<file path="src/verilog/addr_gen_pkg.sv">
/*
  Shared constants, opcode layout and addressing-mode type for the
  operand-address generator.
  Assumes the opcode layout below: mode in bits 7:4, memory-modify in bit 3.
*/
package addr_gen_pkg;

  // ---------------------------------------------------------------
  // prefix codes and special opcodes
  // ---------------------------------------------------------------
  localparam logic [7:0] PRE_Y = 8'h90;
  localparam logic [7:0] PRE_IND = 8'h92;
  localparam logic [7:0] OP_SET_MASK = 8'h0E;
  localparam logic [7:0] OP_CLR_MASK = 8'h0F;
  localparam logic [1:0] MASK_HIGH = 2'h3;
  localparam logic [1:0] MASK_LOW = 2'h0;

  // ---------------------------------------------------------------
  // opcode fields
  // ---------------------------------------------------------------
  localparam int MODE_MSB = 7;
  localparam int MODE_LSB = 4;
  localparam int RMW_BIT = 3;
  localparam logic [3:0] NIB_INH = 4'h0;
  localparam logic [3:0] NIB_IMM = 4'h1;
  localparam logic [3:0] NIB_DIR_S = 4'h2;
  localparam logic [3:0] NIB_DIR_L = 4'h3;
  localparam logic [3:0] NIB_IDX0 = 4'h4;
  localparam logic [3:0] NIB_IDX_S = 4'h5;
  localparam logic [3:0] NIB_IDX_L = 4'h6;
  localparam logic [3:0] NIB_REL = 4'h7;

  // ---------------------------------------------------------------
  // address and length constants
  // ---------------------------------------------------------------
  localparam logic [7:0] PAGE_ZERO = 8'h00;
  localparam logic [15:0] SHORT_IDX_MAX = 16'h01FE;
  localparam logic [15:0] ADDR_STEP = 16'h0001;
  localparam logic [1:0] NO_BYTES = 2'h0;
  localparam logic [1:0] ONE_BYTE = 2'h1;
  localparam logic [1:0] TWO_BYTES = 2'h2;
  localparam logic [2:0] LEN_ZERO = 3'h0;
  localparam logic [2:0] LEN_ONE = 3'h1;

  typedef enum logic [3:0] {
    M_INH, M_IMM, M_DIR_S, M_DIR_L, M_IDX0, M_IDX_S, M_IDX_L, M_REL,
    M_IND_S, M_IND_L, M_IIX_S, M_IIX_L, M_REL_IND
  } mode_t;

  // bytes that follow the opcode for a given mode
  function automatic logic [1:0] extra_bytes(input mode_t m);
    case (m)
      M_INH, M_IDX0: extra_bytes = NO_BYTES;
      M_DIR_L, M_IDX_L: extra_bytes = TWO_BYTES;
      default: extra_bytes = ONE_BYTE;
    endcase
  endfunction : extra_bytes

endpackage : addr_gen_pkg

</file>
<file path="src/verilog/operand_addr_gen.sv">
/*
  Operand-address generator and instruction-length decoder.
  Assumes bytes from the fetch stream arrive in program order and that the
  data memory answers pointer reads with mem_valid_i.
*/
// Overview of operation
// - inherent instructions are one byte, opcode carries everything.
// - immediate is opcode plus one operand value byte.
// - short direct takes one address byte, reach 00 to FF.
// - long direct takes a 16-bit address from two following bytes.
// - short direct and short indirect stay in page zero 0000h to 00FFh.
// - read-modify-write instructions allow only short forms.
// - indexed address is unsigned sum of chosen index and offset.
// - no-offset indexed uses index alone, no extra byte.
// - short indexed adds a byte offset, range 00 to 1FE.
// - long indexed adds a two-byte offset, full 64 Kbyte.
// - indirect reads pointer address byte, then fetches from memory.
// - short indirect fetches one page-zero byte as address.
// - long indirect forms fetch a two-byte pointer at a byte address.
// - indirect indexed adds index to fetched pointer, unsigned.
// - short indirect indexed gives range 00 to 1FE.
// - set-mask raises mask to 3, clear-mask lowers it to 0.
// - relative modes add a signed 8-bit displacement to PC.
// - prefix 92 turns direct into indirect, short and long X indexed into indirect.
// - prefix 90 selects the second index register.
// - an undefined code raises a reset.
`timescale 1ns/1ps
module operand_addr_gen (
  input wire logic clk_i,
  input wire logic rst_n_i,
  input wire logic fetch_valid_i,
  input wire logic [7:0] fetch_byte_i,
  output logic fetch_ready_o,
  input wire logic [7:0] index_x_i,
  input wire logic [7:0] index_y_i,
  input wire logic [15:0] pc_i,
  output logic mem_rd_o,
  output logic [15:0] mem_addr_o,
  input wire logic mem_valid_i,
  input wire logic [7:0] mem_data_i,
  output logic done_o,
  output addr_gen_pkg::mode_t mode_o,
  output logic [2:0] len_o,
  output logic [15:0] ea_o,
  output logic [7:0] operand_o,
  output logic [15:0] target_o,
  output logic use_y_o,
  output logic [1:0] imask_o,
  output logic illegal_reset_o
);

  typedef enum logic [1:0] {S_OP, S_ARG, S_PTR, S_CALC} state_t;

  typedef struct packed {
    state_t st;
    addr_gen_pkg::mode_t mode;
    addr_gen_pkg::mode_t omode;
    logic pre_y;
    logic pre_ind;
    logic use_y;
    logic ouse_y;
    logic [7:0] op;
    logic [1:0] cnt;
    logic [2:0] len;
    logic [2:0] olen;
    logic [15:0] val;
    logic [15:0] maddr;
    logic mrd;
    logic [15:0] ea;
    logic [7:0] operand;
    logic [15:0] target;
    logic done;
    logic ill;
    logic [1:0] imask;
  } regs_t;

  regs_t s_q;
  regs_t s_d;
  logic [15:0] sum;
  logic [7:0] idx_sel;
  logic add_idx;
  logic [15:0] add_base;

  // ---------------------------------------------------------------
  // decode helpers
  // ---------------------------------------------------------------
  function automatic addr_gen_pkg::mode_t base_mode(input logic [3:0] nib);
    case (nib)
      addr_gen_pkg::NIB_INH: base_mode = addr_gen_pkg::M_INH;
      addr_gen_pkg::NIB_IMM: base_mode = addr_gen_pkg::M_IMM;
      addr_gen_pkg::NIB_DIR_S: base_mode = addr_gen_pkg::M_DIR_S;
      addr_gen_pkg::NIB_DIR_L: base_mode = addr_gen_pkg::M_DIR_L;
      addr_gen_pkg::NIB_IDX0: base_mode = addr_gen_pkg::M_IDX0;
      addr_gen_pkg::NIB_IDX_S: base_mode = addr_gen_pkg::M_IDX_S;
      addr_gen_pkg::NIB_IDX_L: base_mode = addr_gen_pkg::M_IDX_L;
      default: base_mode = addr_gen_pkg::M_REL;
    endcase
  endfunction : base_mode

  function automatic addr_gen_pkg::mode_t to_indirect(
    input addr_gen_pkg::mode_t m);
    case (m)
      addr_gen_pkg::M_DIR_S: to_indirect = addr_gen_pkg::M_IND_S;
      addr_gen_pkg::M_DIR_L: to_indirect = addr_gen_pkg::M_IND_L;
      addr_gen_pkg::M_IDX_S: to_indirect = addr_gen_pkg::M_IIX_S;
      addr_gen_pkg::M_IDX_L: to_indirect = addr_gen_pkg::M_IIX_L;
      addr_gen_pkg::M_REL: to_indirect = addr_gen_pkg::M_REL_IND;
      default: to_indirect = m;
    endcase
  endfunction : to_indirect

  function automatic logic is_indirect(input addr_gen_pkg::mode_t m);
    is_indirect = m inside {addr_gen_pkg::M_IND_S, addr_gen_pkg::M_IND_L,
      addr_gen_pkg::M_IIX_S, addr_gen_pkg::M_IIX_L,
      addr_gen_pkg::M_REL_IND};
  endfunction : is_indirect

  function automatic logic is_illegal(input logic [7:0] b);
    logic [3:0] nib;
    nib = b[addr_gen_pkg::MODE_MSB:addr_gen_pkg::MODE_LSB];
    is_illegal = (nib > addr_gen_pkg::NIB_REL) ||
      (b[addr_gen_pkg::RMW_BIT] && (nib == addr_gen_pkg::NIB_DIR_L ||
      nib == addr_gen_pkg::NIB_IDX_L || nib == addr_gen_pkg::NIB_IMM));
  endfunction : is_illegal

  // ---------------------------------------------------------------
  // effective address adder
  // ---------------------------------------------------------------
  always_comb
  begin
    idx_sel = s_q.use_y ? index_y_i : index_x_i;
    add_idx = s_q.mode inside {addr_gen_pkg::M_IDX0, addr_gen_pkg::M_IDX_S,
      addr_gen_pkg::M_IDX_L, addr_gen_pkg::M_IIX_S, addr_gen_pkg::M_IIX_L};
    add_base = (s_q.mode == addr_gen_pkg::M_IDX0) ? 16'h0000 : s_q.val;
  end

  operand_adder operand_adder_inst (
    .base_i(add_base),
    .index_i(idx_sel),
    .add_index_i(add_idx),
    .sum_o(sum)
  );

  // ---------------------------------------------------------------
  // next-state logic
  // ---------------------------------------------------------------
  always_comb
  begin
    addr_gen_pkg::mode_t bm;
    addr_gen_pkg::mode_t md;
    bm = addr_gen_pkg::M_INH;
    md = addr_gen_pkg::M_INH;
    s_d = s_q;
    s_d.done = 1'b0;
    s_d.ill = 1'b0;
    case (s_q.st)
      S_OP:
      begin
        if (fetch_valid_i)
        begin
          if (fetch_byte_i == addr_gen_pkg::PRE_Y ||
              fetch_byte_i == addr_gen_pkg::PRE_IND)
          begin
            s_d.pre_y = (fetch_byte_i == addr_gen_pkg::PRE_Y);
            s_d.pre_ind = (fetch_byte_i == addr_gen_pkg::PRE_IND);
            s_d.len = addr_gen_pkg::LEN_ONE;
          end
          else if (is_illegal(fetch_byte_i))
          begin
            s_d.ill = 1'b1;
            s_d.pre_y = 1'b0;
            s_d.pre_ind = 1'b0;
            s_d.len = addr_gen_pkg::LEN_ZERO;
          end
          else
          begin
            bm = base_mode(fetch_byte_i[addr_gen_pkg::MODE_MSB:
              addr_gen_pkg::MODE_LSB]);
            md = s_q.pre_ind ? to_indirect(bm) : bm;
            s_d.op = fetch_byte_i;
            s_d.mode = md;
            s_d.cnt = addr_gen_pkg::extra_bytes(md);
            s_d.len = s_q.len + addr_gen_pkg::LEN_ONE;
            s_d.val = 16'h0000;
            s_d.use_y = s_q.pre_y && !s_q.pre_ind;
            if (fetch_byte_i == addr_gen_pkg::OP_SET_MASK)
              s_d.imask = addr_gen_pkg::MASK_HIGH;
            else if (fetch_byte_i == addr_gen_pkg::OP_CLR_MASK)
              s_d.imask = addr_gen_pkg::MASK_LOW;
            s_d.st = (addr_gen_pkg::extra_bytes(md) ==
              addr_gen_pkg::NO_BYTES) ? S_CALC : S_ARG;
          end
        end
      end
      S_ARG:
      begin
        if (fetch_valid_i)
        begin
          s_d.val = {s_q.val[7:0], fetch_byte_i};
          s_d.len = s_q.len + addr_gen_pkg::LEN_ONE;
          s_d.cnt = s_q.cnt - addr_gen_pkg::ONE_BYTE;
          if (s_q.cnt == addr_gen_pkg::ONE_BYTE)
          begin
            if (is_indirect(s_q.mode))
            begin
              s_d.maddr = {addr_gen_pkg::PAGE_ZERO, fetch_byte_i};
              s_d.mrd = 1'b1;
              s_d.val = 16'h0000;
              s_d.cnt = (s_q.mode inside {addr_gen_pkg::M_IND_L,
                addr_gen_pkg::M_IIX_L}) ? addr_gen_pkg::TWO_BYTES :
                addr_gen_pkg::ONE_BYTE;
              s_d.st = S_PTR;
            end
            else
              s_d.st = S_CALC;
          end
        end
      end
      S_PTR:
      begin
        if (mem_valid_i)
        begin
          s_d.val = {s_q.val[7:0], mem_data_i};
          s_d.maddr = s_q.maddr + addr_gen_pkg::ADDR_STEP;
          s_d.cnt = s_q.cnt - addr_gen_pkg::ONE_BYTE;
          if (s_q.cnt == addr_gen_pkg::ONE_BYTE)
          begin
            s_d.mrd = 1'b0;
            s_d.st = S_CALC;
          end
        end
      end
      S_CALC:
      begin
        s_d.ea = sum;
        s_d.operand = s_q.val[7:0];
        s_d.target = pc_i + {{8{s_q.val[7]}}, s_q.val[7:0]};
        s_d.omode = s_q.mode;
        s_d.olen = s_q.len;
        s_d.ouse_y = s_q.use_y;
        s_d.done = 1'b1;
        s_d.pre_y = 1'b0;
        s_d.pre_ind = 1'b0;
        s_d.len = addr_gen_pkg::LEN_ZERO;
        s_d.st = S_OP;
      end
      default: s_d.st = S_OP;
    endcase
  end

  // ---------------------------------------------------------------
  // state register
  // ---------------------------------------------------------------
  always_ff @(posedge clk_i)
  begin
    if (!rst_n_i)
      s_q <= '0;
    else
      s_q <= s_d;
  end

  assign fetch_ready_o = (s_q.st == S_OP) || (s_q.st == S_ARG);
  assign mem_rd_o = s_q.mrd;
  assign mem_addr_o = s_q.maddr;
  assign done_o = s_q.done;
  assign mode_o = s_q.omode;
  assign len_o = s_q.olen;
  assign ea_o = s_q.ea;
  assign operand_o = s_q.operand;
  assign target_o = s_q.target;
  assign use_y_o = s_q.ouse_y;
  assign imask_o = s_q.imask;
  assign illegal_reset_o = s_q.ill;
endmodule : operand_addr_gen

</file>
<file path="src/verilog/operand_adder.sv">
/*
  Unsigned 16-bit adder of a base address and an optional 8-bit index.
  Assumes purely combinational use by the address generator.
*/
`timescale 1ns/1ps
module operand_adder (
  input wire logic [15:0] base_i,
  input wire logic [7:0] index_i,
  input wire logic add_index_i,
  output logic [15:0] sum_o
);

  // ---------------------------------------------------------------
  // sum wraps inside the 16-bit space
  // ---------------------------------------------------------------
  always_comb
  begin
    sum_o = base_i + (add_index_i ? {8'h00, index_i} : 16'h0000);
  end

endmodule : operand_adder

</file>
<file path="config.mk">
export PLATFORM = sky130hd
export DESIGN_NAME = operand_addr_gen
export DESIGN_NICKNAME = d
export VERILOG_FILES = /design/src/verilog/addr_gen_pkg.sv /design/src/verilog/operand_addr_gen.sv /design/src/verilog/operand_adder.sv
export SDC_FILE = /design/constraint.sdc
export NUM_CORES = 1
export LEC_CHECK = 0
export ABC_AREA = 1
export BUFFER_PORTS_ARGS = -buffer_cell sky130_fd_sc_hd__buf_2
export CAP_MARGIN = 40
export CELL_PAD_IN_SITES_DETAIL_PLACEMENT = 1
export CELL_PAD_IN_SITES_GLOBAL_PLACEMENT = 1
export CORE_ASPECT_RATIO = 1.5
export CORE_UTILIZATION = 40
export CTS_CLUSTER_SIZE = 16
export DETAILED_ROUTE_END_ITERATION = 8
export MAX_ROUTING_LAYER = met4
export PLACE_DENSITY_LB_ADDON = 0.2
export SETUP_SLACK_MARGIN = 0.2
export SLEW_MARGIN = 30
export SYNTH_ARGS = -nofsm -noshare
export SYNTH_HDL_FRONTEND = slang
export SYNTH_SLANG_ARGS = --single-unit
</file>
<file path="constraint.sdc">
create_clock -name clk_i -period 3.38 [get_ports clk_i]
set_clock_uncertainty 0.2 [all_clocks]
set_input_delay 0.845 -clock clk_i [delete_from_list [all_inputs] [get_ports clk_i]]
set_output_delay 0.845 -clock clk_i [all_outputs]
set_load 0.03 [all_outputs]
</file>
# Word-level counts from Yosys, hierarchy flattened
# Index checks and enable logic that the tools add are counted.
word_totals:
  output_inout_bits: 70
  register_bits: 99
  inputBits: 52
  word_cells: 161
op_classes:
  n_lt_le_gt_ge: 1
  add_sub_neg: 5
  n_eq_ne: 39
  n_bitwise: 5
  muxes: 61
  reduce_logical: 31
ops:
  columns: ["operator", "count"]
  rows:
  - ["2-to-1 mux 33 bit", 4]
  - ["2-to-1 mux 16 bit", 4]
  - ["one-hot mux 16 bit (3 select lines)", 1]
  - ["== test 4 x 3 -> 1 bit, second input constant", 11]
  - ["2-to-1 mux 2 bit", 19]
  - ["2-to-1 mux 4 bit", 9]
  - ["one-hot mux 17 bit (2 select lines)", 1]
  - ["one-hot mux 3 bit (7 select lines)", 1]
  - ["== test 4 x 2 -> 1 bit, second input constant", 5]
  - ["== test 4 bit, second input constant", 5]
  - ["one-hot mux 4 bit (5 select lines)", 1]
  - ["2-to-1 mux 6 bit", 3]
  - ["adder 16 x 1 -> 16 bit, second input constant", 1]
  - ["adder 16 bit", 1]
  - ["adder 16 x 8 -> 16 bit", 1]
  - ["== test 8 x 4 -> 1 bit, second input constant", 2]
  - ["== test 8 bit, second input constant", 2]
  - ["2-to-1 mux 8 bit", 2]
  - ["inequality test 2 bit, second input constant", 8]
  - ["AND reduction 6 bit", 2]
  - ["2-to-1 mux 5 bit", 2]
  - ["AND reduction 5 bit", 2]
  - ["nonzero test 5 bit", 2]
  - ["2-to-1 mux 3 bit", 3]
  - ["25 further kinds", 50]

# Longest topological paths before layout
# Gate-level depths: netlist (run 1).
depth:
  word_depth: 29
  depth_mapped: 18
  ltp_nobuf: 18

# Modules after synthesis
# A second synthesis (run 1) with hierarchy kept.
unflattened:
  hier_cells: 1153
  area_unflattened_um2: 7066.8
modules_own_cells:
  columns: ["mod", "seq_area_each_um2", "area_per_inst_um2", "instances", "cells_per_inst"]
  rows:
  - ["operand_addr_gen", 1961.9, 6343.6, 1, 1010]
  - ["operand_adder", 0.0, 723.2, 1, 143]

# Worst setup path before layout (run 1)
# Ideal clock, no wire load.
synth_path:
  kind: "input to register"
  startpoint: "input port index_y_i[0]"
  endpoint: "register s_q (netlist bit ea_o[14])"
  arrival_ns: 2.475
  setup_ns: 0.070
  required_ns: 3.110
  slack_ns: 0.635
  n_path_buf: 0
  stages: 12
  cell_sequence: "nand2_1 a21oi_1 ha_1 inv_1 fa_1 nand3b_1 nand2_1 nand2_1 nand2_1 nand4_1 or2_1 a21oi_1"
synth_between:
  elab_chain_len: 3
synth_lines:
  columns: ["element", "line_no", "text"]
  rows:
  - ["start: declaration", "operand_addr_gen.sv:35", "input wire logic [7:0] index_y_i,"]
  - ["2-to-1 mux 8 bit", "operand_addr_gen.sv:131", "idx_sel = s_q.use_y ? index_y_i : index_x_i;"]
  - ["2-to-1 mux 8 bit", "operand_adder.sv:18", "sum_o = base_i + (add_index_i ? {8'h00, index_i} : 16'h0000);"]
  - ["adder 16 x 8 -> 16 bit", "operand_adder.sv:18", null]
  - ["end signal: assignment", "operand_addr_gen.sv:257", "s_q <= '0;"]
  - ["end signal: assignment", "operand_addr_gen.sv:259", "s_q <= s_d;"]
  - ["end: declaration", "operand_addr_gen.sv:77", "regs_t s_q;"]
# No other way between the ends.
# A chain may end at the register's enable or synchronous reset.

# Worst setup path after layout (run 1)
layout_path:
  startpoint: "register s_q[103] in the netlist's numbering"
  endpoint: "register s_q (netlist bit ea_o[14])"
layout_between:
  elab_chain_len: 4
  elab_cells_between_ends: 9
  classes_between: "add/sub (1); eq/ne (5); mux (2); reduce/logical (1)"
layout_lines:
  columns: ["element", "line_no", "text"]
  rows:
  - ["== test 4 x 3 -> 1 bit, or another cell as far along", "operand_addr_gen.sv:132, operand_addr_gen.sv:134", null]
  - ["nonzero test 5 bit", "operand_addr_gen.sv:132", "add_idx = s_q.mode inside {addr_gen_pkg::M_IDX0, addr_gen_pkg::M_IDX_S,"]
  - ["2-to-1 mux 8 bit", "operand_adder.sv:18", null]
  - ["adder 16 x 8 -> 16 bit *", "operand_adder.sv:18", null]
# Every way passes the cells marked *; elsewhere a longest branch is shown, timed or not.

==> impl_metrics.tcl, run 1 <==
set metrics [dict create \
    power_per_cell_area_nw_per_um2 679 \
    route.detailed.wl_per_inst_um 15.3 \
    area_growth_syn_to_layout_pct 8.94 \
    final_setup_fails 0 \
    detail_route.vias_per_cell 5.04 \
    initial_core_utilization_pct 41.0 \
    power.internal_uw 2710 \
    netlist_area_um2 6670 \
    floorplan.core_area_um2 16300 \
    cp_max_fo 7 \
    floorplan.die.height_um 160 \
    synth.yosys.warnings 0 \
    globalRouteOverflowTotal 0 \
    worst-endpoint-arrival_ns 2.98 \
    fmax_ghz 0.346 \
    route.final.wire_length_um 19700 \
    cts_made_buffers 9 \
    hold_path_class "flip-flop to flip-flop" \
    ctsRootBufferMaster "sky130_fd_sc_hd__clkbuf_16" \
    cell_variety_after_synth 46 \
    clock_latency_ns 0.36 \
    hold_viol_final 0 \
    num_vias 6509 \
    placement.io_buffers 121 \
    tightestPinTransition_ns 0.793 \
    antenna_found_initial 0 \
    clock_tree.buffer_depth 2 \
    tns_ns 0 \
    rows 57 \
    power_frac_comb_pct 45.5 \
    nets 1166 \
    timing.critical_path.buf_inv 3 \
    rsz_0062_raised_after_global_routing "no" \
    most-common-layout-cells "251 x sky130_fd_sc_hd__nand2_1, 124 x sky130_fd_sc_hd__nor2_1, 121 x sky130_fd_sc_hd__buf_2, 115 x sky130_fd_sc_hd__inv_1, 98 x sky130_fd_sc_hd__dfxtp_1" \
    pwr-share-seq_pct 30.8 \
    drt_drc_violations_left 0 \
    worst_path_max_delay_cell "sky130_fd_sc_hd__fa_1" \
    drtPass1Iterations 4 \
    crit_chain "inv_1 > nor2_1 > o21ai_0 > o21ai_2 > inv_2 > a21oi_1 > ha_1 > inv_1 > fa_1 > nand3b_1 > nand2_2 > nand2_1 > nand2_1 > nand4_1 > or2_1 > a21oi_1" \
    total_switching_power_uw 2220 \
    power.ir.vdd_worst_mv 0.255 \
    timing_max_transition_violations_final 0 \
    route.antenna.remaining_nets 0 \
    cpPeakStageDelay_ns 0.40 \
    p_leak_uw 0.00380 \
    synth_fp_nets 1124 \
    grt.total_usage_pct 24.5 \
    area_enclosed_by_the_die_boundary_um2 17200 \
    period_needed_ns 2.89 \
    run_status "finished, final reports clean" \
    clock-sinks 98 \
    seq_total_area_yosys_pct 29.4 \
    die_w_um 107 \
    synth.ff_latch_count 98 \
    clkTransAtPathRegs_ns 0.07 \
    cap_viol_max_count 0 \
    num-fill-cells 2247 \
    final_layout_size_suffix_gt1_share_pct 16.2 \
    first_global_vias 6740 \
    layout_worst_path_cycle_share_pct 85.4 \
    worst_slew_margin_rel_pct 47.1 \
    most_common_cell_after_layout_fill_and_taps_aside "sky130_fd_sc_hd__nand2_1" \
    critPathKind "flip-flop to flip-flop" \
    end_kind "flip-flop" \
    finalWeightedCongestion 0.854 \
    num_io_pins 122 \
    final_cell_count_no_fill 1291 \
    detailed_router_s_first_iteration_violation_count 214 \
    timing.critical_path.required_ns 3.47 \
    power.share.switching_pct 45.1 \
    tritoncts "done" \
    post_synth_inst_count 1039 \
    placed_cells_incl_taps 1276 \
    syn_avg_cell_area_um2 6.42 \
    timing.critical_path.from_type "flip-flop" \
    grt_max_degree 72 \
    h-tree-depth 3 \
    grt_first_pass_wirelength_um 32200 \
    place_hpwl_um 15100 \
    crit_family "simple AND/OR/NAND/NOR gates" \
    n_antenna_cell 0 \
    clock_power_share_pct 23.7 \
]
[through the flow]
step	utilization (%)	total power (µW)	hold WS, ns	area, µm²	setup slack, ns
after floorplan	-	3310	0.248	6670	0.635
after global placement	42.7	3760	0.261	6940	0.345
after detailed placement	42.7	3800	0.276	6940	0.260
after CTS	44.7	4990	0.290	7260	0.244
after global routing	44.7	5310	0.304	7270	0.212
final	44.7	4940	0.284	7270	0.493
[final timing paths]
kind / start / end / slack (ns) / cells after the start
setup / recovery: s_q[103]$_SDFFE_PN0P_ / ea_o[14]$_SDFFE_PN0P_ / 0.49 / 16
hold / removal: ea_o[8]$_SDFFE_PN0P_ / ea_o[8]$_SDFFE_PN0P_ / 0.28 / 2
setup reg to reg: s_q[103]$_SDFFE_PN0P_ / ea_o[14]$_SDFFE_PN0P_ / 0.49 / 16
hold reg to reg: ea_o[8]$_SDFFE_PN0P_ / ea_o[8]$_SDFFE_PN0P_ / 0.28 / 2
[what timing repair did]
action                     4_1_cts  5_1_grt
hold buffers                     0        0
buffers inserted                 0        0
setup endpoints to repair        0        6
resized for setup                0        4
[kinds of logic after synthesis]
logic type / Yosys count / share of synthesized area, %
AOI/OAI and AO/OA: 185 / 14.5
xor gates and xnor gates: 13 / 1.71
adders and majority gates: 33 / 6.41
buffers and inverters: 226 / 17.4
DFF: 98 / 29.4
and+or+nand+nor: 484 / 30.5
[routing by layer]
metal	share of wire (%)	up-vias	wire (µm)	track usage, %
li1	-	3327	-	-
met1	41	3032	8050	25.6
met2	53	115	10500	45.8
met3	3.2	35	627	3.14
met4	2.7	0	533	9.15
met5	0	-	0	-
[layout make-up]
class | count | area (µm²) | area share [%]
Clock inverter | 5 | 86.3 | 1.19
Sequential cell | 98 | 1960 | 27.0
Inverter | 128 | 488 | 6.71
Multi-Input combinational cell | 715 | 3560 | 49.0
Clock buffer | 10 | 239 | 3.29
Timing Repair Buffer | 129 | 678 | 9.33
Tap cell | 206 | 258 | 3.54
[worst reg2reg max path: stages, from the launching register on]
cell and delay, ns:
sky130_fd_sc_hd__dfxtp_1 0.33, sky130_fd_sc_hd__inv_1 0.08, sky130_fd_sc_hd__nor2_1 0.13, sky130_fd_sc_hd__o21ai_0 0.12, sky130_fd_sc_hd__o21ai_2 0.11, sky130_fd_sc_hd__inv_2 0.10
sky130_fd_sc_hd__a21oi_1 0.15, sky130_fd_sc_hd__ha_1 0.18, sky130_fd_sc_hd__inv_1 0.05, sky130_fd_sc_hd__fa_1 0.40, sky130_fd_sc_hd__nand3b_1 0.21, sky130_fd_sc_hd__nand2_2 0.11
sky130_fd_sc_hd__nand2_1 0.07, sky130_fd_sc_hd__nand2_1 0.12, sky130_fd_sc_hd__nand4_1 0.12, sky130_fd_sc_hd__or2_1 0.22, sky130_fd_sc_hd__a21oi_1 0.13
[registers in the layout (all words and copies together) (netlist names)]
signal           cells
mem_addr_o          16
s_q                 30
use_y_o              1
mem_rd_o             1
illegal_reset_o      1
len_o                3
operand_o            8
target_o            16
done_o               1
ea_o                16
mode_o               4
imask_o              1
[Yosys cell counts, drive strengths merged]
cell / count / share of area [%]
clkinv: 2 / 0.11
o21ai: 91 / 6.9
nand4: 13 / 1.2
dfxtp: 98 / 29
a31oi: 4 / 0.37
nand3: 61 / 4.6
nand2: 261 / 15
inv: 126 / 7.2
o22ai: 5 / 0.47
or2: 2 / 0.19
and2: 1 / 0.094
a21boi: 1 / 0.11
a21o: 2 / 0.22
clkbuf: 20 / 1.3
nor3: 8 / 0.67
ha: 31 / 5.8
xnor2: 4 / 0.52
o21a: 3 / 0.34
nor4: 2 / 0.28
nor2: 129 / 7.5
o211ai: 1 / 0.11
xor2: 9 / 1.2
a21oi: 75 / 5.7
and3: 2 / 0.19
buf: 78 / 8.8
o2111ai: 1 / 0.13
a22oi: 1 / 0.11
o21bai: 1 / 0.11
fa: 2 / 0.60
nand3b: 5 / 0.56
[power groups by stage]
stage	clock network (µW)	registers, µW	logic [µW]
after global placement	0	1540	2210
after global routing	1230	1550	2530
after CTS	1190	1520	2280
after detailed placement	0	1550	2250
after floorplan	0	1500	1810
final	1170	1520	2250
No activity file was read; power rests on OpenSTA's default activity.
==> run 2: changes to the inputs <==
--- a/config.mk
+++ b/config.mk
@@ -11,6 +11,7 @@
 export CELL_PAD_IN_SITES_DETAIL_PLACEMENT = 1
 export CELL_PAD_IN_SITES_GLOBAL_PLACEMENT = 1
 export CORE_ASPECT_RATIO = 1.5
+export CORE_MARGIN = 3
 export CORE_UTILIZATION = 40
 export CTS_CLUSTER_SIZE = 16
 export DETAILED_ROUTE_END_ITERATION = 8
==> run 2 against run 1 <==
- worst setup slack gained 0.047 ns
- non-clock buffer count shrank 2
- fmax increased by 1.6%
- global-route usage fell by 1.9 points
- combinational power about the same
- utilization down 0.32 points
- sequential share of layout area is 0.19 points higher
- first-iteration DRC count rose by 1.9%
- cell area fell by 0.71%
- sequential power about the same
- largest power group unchanged
==> impl_metrics.tcl, run 2 (synthesis gave the netlist of run 1 again) <==
set metrics [dict create \
    top_register "s_q" \
    hold_viol_final 0 \
    cts-hold-fix-buffers 0 \
    routed.top_layer "met4" \
    cts.repair_timing.setup_buffer_count 0 \
    floorplan.core_area_um2 16300 \
    placement.setup.worst_slack_ns 0.288 \
    setup.reg_to_reg.worst_slack_ns 0.54 \
    route.detailed.wl_per_inst_um 15.4 \
    layout_worst_path_cycle_share_pct 84.0 \
    sequential_cell_area_um2 1960 \
    crit_chain "clkinvlp_4 > nand2_1 > nand2_1 > nand2_1 > inv_1 > ha_1 > nand3_1 > nand2_1 > nand2_1 > nand2_1 > nand2_1 > nand2_1 > nand2_1 > nand2_1 > nand3_1 > nand2_1 > inv_1" \
    num_io_pins 122 \
    most_common_cell_after_layout_fill_and_taps_aside "sky130_fd_sc_hd__nand2_1" \
    hold_path_class "flip-flop to flip-flop" \
    ctsRootBufferMaster "sky130_fd_sc_hd__clkbuf_16" \
    timing.critical_path.buf_inv 3 \
    grt_first_pass_wirelength_um 32800 \
    clock-sinks 98 \
    globalRouteOverflowTotal 0 \
    period_needed_ns 2.84 \
    cts_repair_resize_count 0 \
    grt_max_degree 67 \
    tritoncts "done" \
    worst-endpoint-arrival_ns 2.90 \
    placement.io_buffers 121 \
    finalWeightedCongestion 0.879 \
    route.final.wire_length_um 19800 \
    p_leak_uw 0.00376 \
    worst_slew_margin_rel_pct 48.2 \
    dr_wl_met2_um 10400 \
    tightestPinTransition_ns 0.776 \
    num_vias 6534 \
    drt_drc_violations_left 0 \
    most-common-layout-cells "251 x sky130_fd_sc_hd__nand2_1, 123 x sky130_fd_sc_hd__nor2_1, 121 x sky130_fd_sc_hd__buf_2, 115 x sky130_fd_sc_hd__inv_1, 98 x sky130_fd_sc_hd__dfxtp_1" \
    final_layout_size_suffix_gt1_share_pct 16.1 \
    place_hpwl_um 15400 \
    run_status "finished, final reports clean" \
    detailed_router_s_first_iteration_violation_count 218 \
    routed-wl-met3_um 624 \
    tns_ns 0 \
    detail_route.vias_per_cell 5.07 \
    report.power.total_uw 4820 \
    rsz_0062_raised_after_global_routing "no" \
    rows 57 \
    timing.final.ws_setup_ns 0.540 \
    clock_latency_ns 0.35 \
    timing.critical_path.from_type "flip-flop" \
    num-fill-cells 2224 \
    area_enclosed_by_the_die_boundary_um2 18300 \
    first_global_vias 6710 \
    route.antenna.remaining_nets 0 \
    power_per_cell_area_nw_per_um2 667 \
    cp_max_fo 10 \
    initial_core_utilization_pct 41.0 \
    worst_path_max_delay_cell "sky130_fd_sc_hd__dfxtp_1" \
    largest_register_ff_count 30 \
    die_w_um 111 \
    multi_input_area_um2 3560 \
    m1WireLength_um 8370 \
    floorplan.die.height_um 164 \
    drtPass1Iterations 4 \
    nets 1164 \
    critPathKind "flip-flop to flip-flop" \
    cp_common_cell "sky130_fd_sc_hd__nand2_1" \
    fmax_ghz 0.352 \
    n_antenna_cell 0 \
    power.ir.vdd_worst_mv 0.261 \
    h-tree-depth 3 \
    grt.total_usage_pct 22.6 \
    timing.critical_path.required_ns 3.44 \
    cap_viol_max_count 0 \
    cts_made_buffers 9 \
    crit_family "simple AND/OR/NAND/NOR gates" \
    cpPeakStageDelay_ns 0.60 \
    end_kind "flip-flop" \
    clkTransAtPathRegs_ns 0.07 \
    final_setup_fails 0 \
    timing_max_transition_violations_final 0 \
    antenna_found_initial 0 \
    area_growth_syn_to_layout_pct 8.17 \
    clock_tree.buffer_depth 2 \
]
run 2: final cells by class:
class | count | share of cell area (%)
clock buffer | 11 | 3.22
inverter | 128 | 6.81
clock inverter | 5 | 0.867
sequential | 98 | 27.2
multi-input combinational | 715 | 49.3
timing repair buffer | 127 | 9.01
tap | 206 | 3.57
run 2: metal layers:
metal,GRT usage [%],vias up
met2,42.2,105
met4,7.14,0
met1,25.0,3071
met3,2.76,26
li1,-,3332
met5,-,-
run 2: power by group:
part	internal, µW	switching, µW
clock network	580	480
logic	689	1550
registers	1350	175
total	2610	2200
run 2: metrics by stage:
| step | utilization [%] | cell area, µm² | cells | hold slack (ns) |
|---|---|---|---|---|
| global route | 44.4 | 7220 | 1290 | 0.316 |
| global placement | 42.5 | 6910 | 1274 | 0.263 |
| detailed placement | 42.5 | 6910 | 1274 | 0.277 |
| floorplan | - | 6670 | 1039 | 0.248 |
| CTS | 44.3 | 7210 | 1290 | 0.289 |
| finish | 44.4 | 7220 | 1290 | 0.281 |
run 2: path summary, 6_finish.rpt:
kind                              startpoint                    endpoint  cells past startpoint
hold / removal    mem_addr_o[8]$_SDFFE_PN0P_  mem_addr_o[8]$_SDFFE_PN0P_                      2
hold reg to reg   mem_addr_o[8]$_SDFFE_PN0P_  mem_addr_o[8]$_SDFFE_PN0P_                      2
setup / recovery        s_q[94]$_SDFFE_PN0P_       ea_o[13]$_SDFFE_PN0P_                     17
setup reg to reg        s_q[94]$_SDFFE_PN0P_       ea_o[13]$_SDFFE_PN0P_                     17
run 2: worst register-to-register path, stage by stage, from the launching register on:
cell and delay [ns]:
sky130_fd_sc_hd__dfxtp_1 0.60, sky130_fd_sc_hd__clkinvlp_4 0.31, sky130_fd_sc_hd__nand2_1 0.11, sky130_fd_sc_hd__nand2_1 0.06
sky130_fd_sc_hd__nand2_1 0.11, sky130_fd_sc_hd__inv_1 0.06, sky130_fd_sc_hd__ha_1 0.28, sky130_fd_sc_hd__nand3_1 0.09
sky130_fd_sc_hd__nand2_1 0.15, sky130_fd_sc_hd__nand2_1 0.07, sky130_fd_sc_hd__nand2_1 0.15, sky130_fd_sc_hd__nand2_1 0.09
sky130_fd_sc_hd__nand2_1 0.12, sky130_fd_sc_hd__nand2_1 0.06, sky130_fd_sc_hd__nand2_1 0.06, sky130_fd_sc_hd__nand3_1 0.09
sky130_fd_sc_hd__nand2_1 0.10, sky130_fd_sc_hd__inv_1 0.03
==> run 3: changes to the inputs <==
--- a/config.mk
+++ b/config.mk
@@ -12,7 +12,7 @@
 export CELL_PAD_IN_SITES_GLOBAL_PLACEMENT = 1
 export CORE_ASPECT_RATIO = 1.5
 export CORE_MARGIN = 3
-export CORE_UTILIZATION = 40
+export CORE_UTILIZATION = 36
 export CTS_CLUSTER_SIZE = 16
 export DETAILED_ROUTE_END_ITERATION = 8
 export MAX_ROUTING_LAYER = met4
==> constraint.sdc (replaced) <==
create_clock -name clk_i -period 2.5 [get_ports clk_i]
set_clock_uncertainty 0.2 [all_clocks]
set_input_delay 0.625 -clock clk_i [delete_from_list [all_inputs] [get_ports clk_i]]
set_output_delay 0.625 -clock clk_i [all_outputs]
set_load 0.03 [all_outputs]
==> run 3 against run 2 <==
- the run now ends with setup timing left
- first-iteration DRC count shrank 2.8%
- cell area up 13%
- power is 50% higher
- global-route usage shrank 1.1 points
- via count rose by 3.2%
- sequential share of layout area decreased by 2.9 points
- cell count is 7.4% higher
- count of clock-buffer cells in the layout decreased by 1
- flip-flop and latch count is the same
- sequential power grew 36%
- utilization is 0.57 points higher
- combinational power is 61% higher
- highest routed layer unchanged
==> impl_metrics.tcl, run 3 (synthesis gave the netlist of run 1 again) <==
set metrics [dict create \
    top_register "s_q" \
    largest_register_ff_count 30 \
    fmax_ghz 0.389 \
    power.internal_uw 4030 \
    p_leak_uw 0.00412 \
    cts_made_buffers 9 \
    hold_viol_final 0 \
    layout_worst_path_cycle_share_pct 103 \
    nets 1217 \
    globalRouteOverflowTotal 0 \
    clock-sinks 98 \
    place_hpwl_um 16200 \
    rsz_0062_raised_after_global_routing "yes" \
    num_vias 6746 \
    antenna_found_initial 0 \
    grt_max_degree 49 \
    worst_r2r_path_depth 16 \
    hold_slack_ns 0.282 \
    final_setup_fails 5 \
    drt_drc_violations_left 0 \
    tns_ns -0.215 \
    n_antenna_cell 0 \
    period_needed_ns 2.57 \
    hold_path_class "flip-flop to flip-flop" \
    clock_latency_ns 0.35 \
    report.power.total_uw 7220 \
    power_frac_comb_pct 49.8 \
    num-fill-cells 2410 \
    placed_cells_incl_taps 1354 \
    route.final.wire_length_um 21100 \
    placement.setup.worst_slack_ns -0.150 \
    timing.critical_path.buf_inv 3 \
    timing.critical_path.from_type "flip-flop" \
    final_cell_count_no_fill 1385 \
    power.share.switching_pct 44.2 \
    worst_slew_margin_rel_pct 64.1 \
    cp_max_fo 4 \
    worst_path_max_delay_cell "sky130_fd_sc_hd__dfxtp_2" \
    finalWeightedCongestion 0.827 \
    min_delay_path_depth 2 \
    critPathKind "flip-flop to flip-flop" \
    clock_power_share_pct 21.6 \
    end_kind "flip-flop" \
    rows 60 \
    placement.io_buffers 121 \
    num_io_pins 122 \
    grt_first_pass_wirelength_um 34100 \
    timing.critical_path.required_ns 2.58 \
    die_w_um 117 \
    final_layout_size_suffix_gt1_share_pct 25.9 \
    cpPeakStageDelay_ns 0.35 \
    tightestPinTransition_ns 0.537 \
    grt.total_usage_pct 21.5 \
    power.ir.vdd_worst_mv 0.337 \
    clkTransAtPathRegs_ns 0.07 \
    tritoncts "done" \
    detail_route.vias_per_cell 4.87 \
    crit_chain "inv_4 > nor2_4 > o21ai_4 > o21ai_4 > inv_2 > a21oi_2 > ha_2 > inv_2 > fa_2 > nand3b_1 > nand2_2 > nand2_2 > nand2_4 > nand4_1 > or2_1 > a21oi_1" \
    crit_family "simple AND/OR/NAND/NOR gates" \
    timing.final.ws_setup_ns -0.0682 \
    route.antenna.remaining_nets 0 \
    pwr-share-seq_pct 28.6 \
    most-common-layout-cells "235 x sky130_fd_sc_hd__nand2_1, 120 x sky130_fd_sc_hd__nor2_1, 120 x sky130_fd_sc_hd__buf_2, 107 x sky130_fd_sc_hd__inv_1, 91 x sky130_fd_sc_hd__dfxtp_1" \
    area_growth_syn_to_layout_pct 21.9 \
    ctsRootBufferMaster "sky130_fd_sc_hd__clkbuf_16" \
    failed_checks "setup timing" \
    run_status "finished, violations left" \
    route.detailed.wl_per_inst_um 15.2 \
    area_enclosed_by_the_die_boundary_um2 20200 \
    first_global_vias 6839 \
    total_switching_power_uw 3190 \
    timing_max_transition_violations_final 0 \
    drtPass1Iterations 4 \
    floorplan.die.height_um 173 \
    detailed_router_s_first_iteration_violation_count 212 \
    power_per_cell_area_nw_per_um2 888 \
    worst-endpoint-arrival_ns 2.65 \
    clock_tree.buffer_depth 2 \
    most_common_cell_after_layout_fill_and_taps_aside "sky130_fd_sc_hd__nand2_1" \
    h-tree-depth 3 \
    floorplan.core_area_um2 18100 \
    cts-hold-fix-buffers 0 \
    worstSetupPathDepth 16 \
    initial_core_utilization_pct 36.9 \
    cap_viol_max_count 0 \
]
run 3: power by group through the flow:
stage                     registers, µW  clock network, µW  logic, µW
after floorplan                    2030                  0       2460
after global placement             2080                  0       3200
after detailed placement           2090                  0       3260
after CTS                          2050               1610       3440
after global routing               2100               1670       4030
final                              2060               1560       3600
run 3: path summary, 6_finish.rpt:
kind | startpoint | end | slack (ns)
max | s_q[103]$_SDFFE_PN0P_ | ea_o[14]$_SDFFE_PN0P_ | -0.07
max reg2reg | s_q[103]$_SDFFE_PN0P_ | ea_o[14]$_SDFFE_PN0P_ | -0.07
min reg2reg | target_o[9]$_SDFFE_PN0P_ | target_o[9]$_SDFFE_PN0P_ | 0.28
min | target_o[9]$_SDFFE_PN0P_ | target_o[9]$_SDFFE_PN0P_ | 0.28
run 3: what timing repair did:
item / 4_1_cts / 5_1_grt
setup endpoints to repair: 30 / 46
resized for setup: 34 / 59
pin swaps: 19 / 27
setup buffers: 8 / 7
cloned: 0 / 0
run 3: cell type report:
class	count	area, µm²	share of cell area [%]
clock inverters	6	96.3	1.18
repair buffers	180	1110	13.6
inverters	128	507	6.23
clock buffers	10	229	2.81
flip-flops and latches	98	1980	24.3
well taps	248	310	3.81
multi-input cells	715	3910	48.1
run 3: per-stage QoR:
step | util [%] | cell area, µm²
after CTS | 43.4 | 7840
final | 45.0 | 8140
after detailed placement | 40.4 | 7300
after global placement | 40.4 | 7300
after global routing | 45.0 | 8140
after floorplan | - | 6710
run 3: tightest hold or removal path, cell delays in order, from the launching register on:
cell	delay (ns)
sky130_fd_sc_hd__dfxtp_1	0.31
sky130_fd_sc_hd__nand3_1	0.07
sky130_fd_sc_hd__nand2_1	0.05
run 3: layer usage:
metal	routed length [µm]	vias up	part of all wire, %	GRT usage, %
met5	0	-	0	-
met4	286	0	1.4	5.60
met3	540	22	2.6	2.56
met2	11900	94	56	39.3
met1	8350	3182	40	24.0
li1	-	3448	-	-
